**src/common/handshake_pkg.sv**
```systemverilog
/*
 * Constants for the cyclic request/acknowledge handshake block: register
 * offsets, bit positions of the control and status modules, error codes.
 * Assumes a 32-bit Avalon-MM slave port with byte addresses.
 */
package handshake_pkg;
    // Register byte addresses
    localparam logic [3:0] CTRL_ADDR = 4'h0;
    localparam logic [3:0] STAT_LO_ADDR = 4'h4;
    localparam logic [3:0] STAT_HI_ADDR = 4'h8;
    localparam int ADDR_W = 4;

    // Control byte 0 bits
    localparam int CTRL_ERR_RESET = 0;
    localparam int CTRL_HW_TRIG_INHIBIT = 1;
    localparam int CTRL_TRIGGER = 2;
    localparam int CTRL_CHANGE_JOB = 3;
    localparam int CTRL_SWITCH_RUN = 4;

    // Status byte 0 bits
    localparam int STAT_READY = 0;
    localparam int STAT_TRIG_ACK = 2;
    localparam int STAT_JOB_ACK = 3;
    localparam int STAT_RUN_ACK = 4;

    // Status byte 5 bits
    localparam int STAT_TRIG_MODE = 4;
    localparam int STAT_OP_MODE = 6;

    // Error codes
    localparam logic [3:0] ERR_NONE = 4'h0;
    localparam logic [3:0] ERR_TRIGGER = 4'h1;
    localparam logic [3:0] ERR_CHANGE_JOB = 4'h2;
    localparam logic [3:0] ERR_SWITCH_RUN = 4'h3;
    localparam logic [3:0] ERR_SYSTEM = 4'hF;

    // Job values (no job, reset job) and zero fill constants
    localparam logic [7:0] JOB_NONE = 8'h00;
    localparam logic [7:0] JOB_RESET = 8'h01;
    localparam logic [31:0] WORD_ZERO = 32'h0000_0000;
    localparam logic [7:0] BYTE_ZERO = 8'h00;
endpackage

```
**src/verilog/cyclic_request_ack_handshake.sv**
```systemverilog
/*
 * Request/acknowledge handshake of the cyclic process data: the controller
 * writes the control module, the block answers with the status module and
 * drives trigger, job-change and run-switch requests into the sensor core.
 * Assumes: one Avalon-MM write to the control register per exchange cycle;
 * sensor core done/ok/error inputs are on core_clk_in; ready pin is async.
 * Every access costs one wait state; bytes 1 and 3 of the control word are ignored.
 * A run-switch success reported during a configuration session is held until it ends.
 */
// Local design decisions: register access over Avalon-MM and the register addresses.
`timescale 1ns/10ps
module cyclic_request_ack_handshake (
    // Clock, reset and the Avalon-MM slave port
    input wire logic core_clk_in,
    input wire logic sys_rst_in,
    input wire logic [3:0] avs_address_in,
    input wire logic avs_read_in,
    input wire logic avs_write_in,
    input wire logic [31:0] avs_writedata_in,
    input wire logic [3:0] avs_byteenable_in,
    output logic [31:0] avs_readdata_out,
    output logic avs_waitrequest_out,
    // Sensor core: the ready pin crosses in from outside, the rest is on core_clk_in
    input wire logic sensor_ready_pin_in,
    input wire logic free_run_mode_in,
    input wire logic config_session_active_in,
    input wire logic job_change_done_in,
    input wire logic job_change_ok_in,
    input wire logic run_switch_done_in,
    input wire logic run_switch_ok_in,
    input wire logic system_error_in,
    // Into the sensor core: one-cycle requests, the job target and the trigger inhibit level
    output logic trigger_pulse_out,
    output logic job_change_pulse_out,
    output logic [7:0] job_target_out,
    output logic run_switch_pulse_out,
    output logic hardware_trigger_inhibit_out
);
    typedef struct packed {
        logic waitreq;
        logic [31:0] rdata;
        logic [7:0] ctrl0;
        logic [7:0] job_req;
        logic trig_ack;
        logic job_ack;
        logic run_ack;
        logic job_busy;
        logic run_busy;
        // Success seen while a configuration session was still open
        logic run_wait;
        logic [3:0] err;
        logic [7:0] cur_job;
        logic [7:0] job_target;
        logic run_mode;
        logic trig_pulse;
        logic job_pulse;
        logic run_pulse;
    } hs_state_t;

    hs_state_t state;
    hs_state_t next_state;
    logic ready_sync;

    // Two stages trade two cycles of ready lag for freedom from metastability
    level_sync ready_sync_inst (
        .core_clk_in(core_clk_in),
        .sys_rst_in(sys_rst_in),
        .async_in(sensor_ready_pin_in),
        .sync_out(ready_sync)
    );

    function automatic logic [7:0] merge_byte(input logic [7:0] old_val, input logic [7:0] new_val,
                                              input logic en);
        merge_byte = en ? new_val : old_val;
    endfunction

    function automatic logic [7:0] status_byte0(input hs_state_t s, input logic rdy);
        logic [7:0] b;
        b = handshake_pkg::BYTE_ZERO;
        b[handshake_pkg::STAT_READY] = rdy;
        b[handshake_pkg::STAT_TRIG_ACK] = s.trig_ack;
        b[handshake_pkg::STAT_JOB_ACK] = s.job_ack;
        b[handshake_pkg::STAT_RUN_ACK] = s.run_ack;
        status_byte0 = b;
    endfunction

    function automatic logic [7:0] status_byte5(input hs_state_t s, input logic free_run);
        logic [7:0] b;
        b = handshake_pkg::BYTE_ZERO;
        b[3:0] = s.err;
        b[handshake_pkg::STAT_TRIG_MODE] = free_run;
        b[handshake_pkg::STAT_OP_MODE] = s.run_mode;
        status_byte5 = b;
    endfunction

    // A request is a 0 to 1 change between two successive control writes
    function automatic logic [7:0] rising_bits(input logic [7:0] old_val, input logic [7:0] new_val);
        rising_bits = new_val & ~old_val;
    endfunction

    // Read mux; unmapped offsets read as zero
    function automatic logic [31:0] read_word(input hs_state_t s, input logic [3:0] addr, input logic rdy,
                                              input logic free_run);
        logic [31:0] w;
        w = handshake_pkg::WORD_ZERO;
        if (addr == handshake_pkg::CTRL_ADDR) begin
            w = {handshake_pkg::BYTE_ZERO, s.job_req, handshake_pkg::BYTE_ZERO, s.ctrl0};
        end else if (addr == handshake_pkg::STAT_LO_ADDR) begin
            w = {s.cur_job, handshake_pkg::BYTE_ZERO, handshake_pkg::BYTE_ZERO, status_byte0(s, rdy)};
        end else if (addr == handshake_pkg::STAT_HI_ADDR) begin
            w = {handshake_pkg::BYTE_ZERO, handshake_pkg::BYTE_ZERO, status_byte5(s, free_run),
                 handshake_pkg::BYTE_ZERO};
        end
        read_word = w;
    endfunction

    always_comb begin
        logic access;
        logic ctrl_wr;
        logic [7:0] new0;
        logic [7:0] rise;
        logic [3:0] err_next;
        logic run_fail;
        logic run_finish;
        access = 1'b0;
        ctrl_wr = 1'b0;
        new0 = state.ctrl0;
        rise = handshake_pkg::BYTE_ZERO;
        err_next = state.err;
        run_fail = 1'b0;
        run_finish = 1'b0;
        next_state = state;
        next_state.trig_pulse = 1'b0;
        next_state.job_pulse = 1'b0;
        next_state.run_pulse = 1'b0;

        // Waitrequest drops for exactly one cycle per request
        access = (avs_read_in || avs_write_in) && !state.waitreq;
        next_state.waitreq = !((avs_read_in || avs_write_in) && state.waitreq);

        // Read data load at the edge that drops waitrequest and stand until the next read
        if (avs_read_in && state.waitreq) begin
            next_state.rdata = read_word(state, avs_address_in, ready_sync, free_run_mode_in);
        end

        ctrl_wr = access && avs_write_in && (avs_address_in == handshake_pkg::CTRL_ADDR);
        if (ctrl_wr) begin
            new0 = merge_byte(state.ctrl0, avs_writedata_in[7:0], avs_byteenable_in[0]);
            next_state.job_req = merge_byte(state.job_req, avs_writedata_in[23:16], avs_byteenable_in[2]);
            rise = rising_bits(state.ctrl0, new0);
            next_state.ctrl0 = new0;
        end

        // Error reset is applied first so a new error in the same cycle survives
        if (rise[handshake_pkg::CTRL_ERR_RESET]) begin
            err_next = handshake_pkg::ERR_NONE;
        end

        // Trigger request
        if (rise[handshake_pkg::CTRL_TRIGGER]) begin
            if (ready_sync) begin
                next_state.trig_pulse = 1'b1;
                next_state.trig_ack = 1'b1;
            end else begin
                next_state.trig_ack = 1'b0;
                err_next = handshake_pkg::ERR_TRIGGER;
            end
        end else if (!new0[handshake_pkg::CTRL_TRIGGER]) begin
            next_state.trig_ack = 1'b0;
        end

        // Job change request; the byte-2 value is latched on the edge
        if (rise[handshake_pkg::CTRL_CHANGE_JOB] && !state.job_busy) begin
            // Job zero is answered at once, with no start pulse and no error
            if (next_state.job_req == handshake_pkg::JOB_NONE) begin
                next_state.job_ack = 1'b1;
            end else begin
                next_state.job_busy = 1'b1;
                next_state.job_pulse = 1'b1;
                next_state.job_target = next_state.job_req;
            end
        end else if (!new0[handshake_pkg::CTRL_CHANGE_JOB]) begin
            next_state.job_ack = 1'b0;
        end
        // Acknowledge waits on the core, however long it defers the change
        if (state.job_busy && job_change_done_in) begin
            next_state.job_busy = 1'b0;
            next_state.job_ack = new0[handshake_pkg::CTRL_CHANGE_JOB];
            if (job_change_ok_in) begin
                next_state.cur_job = state.job_target;
            end else begin
                err_next = handshake_pkg::ERR_CHANGE_JOB;
            end
        end

        // Switch to run request
        if (rise[handshake_pkg::CTRL_SWITCH_RUN] && !state.run_busy) begin
            next_state.run_busy = 1'b1;
            next_state.run_pulse = 1'b1;
        end else if (!new0[handshake_pkg::CTRL_SWITCH_RUN]) begin
            next_state.run_ack = 1'b0;
        end
        // Success is only believed once the configuration session is gone; a success
        // reported during the session is held, since the core reports it only once
        if (state.run_busy && run_switch_done_in && run_switch_ok_in && config_session_active_in) begin
            next_state.run_wait = 1'b1;
        end
        // A failure ends the request at once, session or not
        run_fail = state.run_busy && run_switch_done_in && !run_switch_ok_in;
        run_finish = state.run_busy && !config_session_active_in
            && (state.run_wait || (run_switch_done_in && run_switch_ok_in));
        if (run_fail || run_finish) begin
            next_state.run_busy = 1'b0;
            next_state.run_wait = 1'b0;
            next_state.run_ack = new0[handshake_pkg::CTRL_SWITCH_RUN];
            if (!run_fail) begin
                next_state.run_mode = 1'b1;
            end else begin
                next_state.run_mode = 1'b0;
                err_next = handshake_pkg::ERR_SWITCH_RUN;
            end
        end

        if (system_error_in) begin
            err_next = handshake_pkg::ERR_SYSTEM;
        end
        next_state.err = err_next;
    end

    // Waitrequest resets high so nothing is taken while the block leaves reset
    always_ff @(posedge core_clk_in or posedge sys_rst_in) begin
        if (sys_rst_in) begin
            state <= '0;
            state.waitreq <= 1'b1;
            state.cur_job <= handshake_pkg::JOB_RESET;
            state.job_target <= handshake_pkg::JOB_RESET;
        end else begin
            state <= next_state;
        end
    end

    // Every output is a field of the state register
    assign avs_readdata_out = state.rdata;
    assign avs_waitrequest_out = state.waitreq;
    assign trigger_pulse_out = state.trig_pulse;
    assign job_change_pulse_out = state.job_pulse;
    assign job_target_out = state.job_target;
    assign run_switch_pulse_out = state.run_pulse;
    assign hardware_trigger_inhibit_out = state.ctrl0[handshake_pkg::CTRL_HW_TRIG_INHIBIT];
endmodule

```
**src/verilog/level_sync.sv**
```systemverilog
/*
 * Two-flop synchroniser for one asynchronous level.
 * Assumes the input may change at any time relative to core_clk_in.
 */
`timescale 1ns/10ps
module level_sync (
    input wire logic core_clk_in,
    input wire logic sys_rst_in,
    input wire logic async_in,
    output logic sync_out
);
    typedef struct packed {
        logic meta;
        logic stable;
    } sync_state_t;

    sync_state_t state;
    sync_state_t next_state;

    always_comb begin
        next_state.meta = async_in;
        // Only the second stage reads the first
        next_state.stable = state.meta;
    end

    always_ff @(posedge core_clk_in or posedge sys_rst_in) begin
        if (sys_rst_in) begin
            state <= '0;
        end else begin
            state <= next_state;
        end
    end

    assign sync_out = state.stable;
endmodule

```
**config.mk**
```make
export PLATFORM = sky130hd
export DESIGN_NAME = cyclic_request_ack_handshake
export DESIGN_NICKNAME = d
export VERILOG_FILES = /design/src/common/handshake_pkg.sv /design/src/verilog/cyclic_request_ack_handshake.sv /design/src/verilog/level_sync.sv
export SDC_FILE = /design/constraint.sdc
export NUM_CORES = 1
export LEC_CHECK = 0
export BUFFER_PORTS_ARGS = -buffer_cell sky130_fd_sc_hd__buf_2
export CORE_MARGIN = 2
export CORE_UTILIZATION = 52
export DETAILED_ROUTE_END_ITERATION = 10
export PLACE_DENSITY_LB_ADDON = 0.2
export SLEW_MARGIN = 0
export SYNTH_ARGS = -nofsm -noshare
export SYNTH_HDL_FRONTEND = slang
export SYNTH_SLANG_ARGS = --single-unit
export TNS_END_PERCENT = 1
```
**constraint.sdc**
```tcl
create_clock -name core_clk_in -period 3.21 [get_ports core_clk_in]
set_clock_uncertainty 0.1 [all_clocks]
set_input_delay 0.1605 -clock core_clk_in [delete_from_list [all_inputs] [get_ports core_clk_in]]
set_output_delay 0.1605 -clock core_clk_in [all_outputs]
set_load 0.01 [all_outputs]
```
==> flow_summary.yaml <==
outcome:
  status: "complete, no violations"
clock_network:
  htree_levels: 3
  post_cts_buffers: 0
  root_buffer: "clkbuf_8"
  cts_tree: "yes"
  cts_resized: 0
  numCtsBuffers: 9
  cts_sinks: 79
  clkTransAtPathRegs_ns: 0.07
  clockBufferDepth: 2
  worstSkewPairLatency_ns: 0.34
  hold_buffers: 18
detailed_routing:
  detailroute.via_count: 2471
  wl_um: 7060
  dr.pass1.iters: 4
  drt_iter0_markers: 88
  drc_errors: 0
  wl_per_cell_um: 15.1
  post_drt_via_cell_ratio: 5.29
  postRouteAntennaNets: 0
critical_path:
  arrival_ns: 2.43
  reg2reg_depth: 5
  r2r_start: "avs_waitrequest_out"
  path_max_fanout: 11
  setup.worst_path.end_class: "register"
  endpoint: "job_target_out[7]"
  worstReg2RegEnd: "job_target_out[7]"
  path_class: "register to register"
  r2r_setup_slack_ns: 0.90
  worstPathRequired_ns: 3.33
  crit_path_start_kind: "register"
  critical_path.startpoint: "avs_waitrequest_out"
synth:
  ys_warn_count: 0
  synth_edf_count: 0
  synth-seq-cells: 79
  syn_inst: 322
  syn_area_um2: 3510
  ys.flop_type: "dfrtp_1"
  syn_avg_cell_area_um2: 10.9
  ys_seq_area_share_pct: 56.5
  synth_cell_types: 37
  synthArstFlopShare_pct: 100
finish:
  final_util_pct: 64.1
  design_area_um2: 4120
  final_cell_mix: "76 x dfrtp_1, 76 x buf_2, 65 x nand2_1"
  area_growth_pct: 17.3
  num_antenna_cells: 0
  seqCellArea_um2: 1980
  nets: 437
  multiInputGateArea_um2: 1180
  fillerInstances: 536
  drive_above_1_share_pct: 35.1
sta:
  final-setup-viol-count: 0
  layout_setup_ws_ns: 0.898
  drv_slew: 0
  fmax_mhz: 433
  rsz0062_at_grt: "no"
  period_share_pct: 72.0
  hold_violations: 0
  slew_headroom_pct: 31.2
  fin_setup_tns_ns: 0
  period_needed_ns: 2.31
  worst_slew_pin_slew_ns: 1.02
global_routing:
  grt_max_degree: 40
  grt_pass1_wl_um: 11900
  overflow: 0
  antenna_found_initial: 0
  grt_pass1_vias: 2497
  groute.usage.overall_pct: 20.8
die:
  die_y_um: 86.1
  die_area_um2: 7420
  io_pins: 97
  die_x_um: 86.1
  coreArea_um2: 6420
  initial_core_util_pct: 54.6
  num_rows: 29
pwr:
  powerDensity_nw_per_um2: 513
  ir_worst_vdd_mv: 0.241
  total_leakage_power_nw: 2.20
  power_mw: 2.11
place:
  place_hpwl_um: 5000
  post_dp_cell_area_um2: 3710
  io_buffers: 76
  dp_slack_ns: 0.912
  gp_congestion: 0.783
run:
  drv_cap: 0
hold_path:
  min_path_type: "primary input to register"
## metal layers
layer / wire length [µm] / global-route usage [%]
met1: 3170 / 27.1
met2: 3390 / 34.2
met3: 365 / 4.14
met4: 130 / 8.37
met5: 0 / 0
## worst min-delay path by stage
stage	startpoint	end	cells after the start
after floorplan	sensor_ready_pin_in	ready_sync_inst.next_state[0]	0
after global placement	sensor_ready_pin_in	ready_sync_inst.next_state[0]	1
after detailed placement	sensor_ready_pin_in	ready_sync_inst.next_state[0]	1
after CTS	avs_writedata_in[16]	state[30]	2
after global routing	avs_writedata_in[16]	state[30]	2
final	avs_writedata_in[23]	state[37]	2
## cell families (layout without fill, tap and decap cells)
| kind of cell | count (synthesis) | after routing | synth area share (%) |
|---|---|---|---|
| AND/OR/NAND/NOR | 125 | 125 | 17.2 |
| flip-flops | 79 | 79 | 56.5 |
| buffers and inverters | 57 | 124 | 10.4 |
| AO/OA/AOI/OAI | 35 | 35 | 7.56 |
| multiplexers | 25 | 25 | 8.35 |
| other | 1 | 2 | 0.107 |
## metrics by stage
stage | std cells | hold WS [ns]
final | 467 | 0.0162
after global routing | 467 | 0.0199
after CTS | 467 | 0.0000504
after detailed placement | 433 | 0.177
after global placement | 433 | 0.173
after floorplan | 323 | 0.0919
## sequential cells by signal, summed over array words and instances, names as in the netlist, named ones only
signal,flops
avs_readdata_out,30
job_target_out,8
run_switch_pulse_out,1
ready_sync_inst.sync_out,1
trigger_pulse_out,1
avs_waitrequest_out,1
ready_sync_inst.next_state,1
state,34
job_change_pulse_out,1
## report_power, final
group          total (mW)  internal, mW  switching [mW]
registers            1.08          1.05          0.0365
logic               0.219        0.0950           0.124
clock network       0.808         0.480           0.328
total                2.11          1.62           0.488
## Yosys cell counts, types with 2 or more instances
library cell,instances,area share (%)
buf_4,40,8.6
nor4_1,5,0.89
mux2_2,22,7.1
nand2b_1,3,0.54
clkbuf_1,9,0.96
o211ai_1,2,0.43
nor4b_1,2,0.50
inv_1,8,0.86
o22ai_1,2,0.36
a22o_1,6,1.5
nor3b_1,2,0.43
nand2_1,65,7.0
a21oi_1,5,0.71
nand3_1,23,3.3
a21o_1,4,0.86
o21ai_0,7,1.0
a221oi_1,4,1.0
dfstp_2,3,2.2
or4_1,3,0.64
mux2_4,3,1.3
dfrtp_1,76,54
nor2_1,13,1.4
## critical path, stage by stage (launching register included)
cell and delay, ns:
dfstp_2 0.40, nor4b_4 0.42, nand2_1 0.38, a2111oi_4 0.29, buf_4 0.26, mux2_2 0.35
## cell type report
cell class	count	share of cell area (%)
Clock buffer	13	3.86
Clock inverter	3	1.58
Inverter	8	0.729
Multi-Input combinational cell	187	28.7
Sequential cell	79	48.1
Tap cell	77	2.34
Timing Repair Buffer	100	14.7
Power figures use the tool's default switching activity.
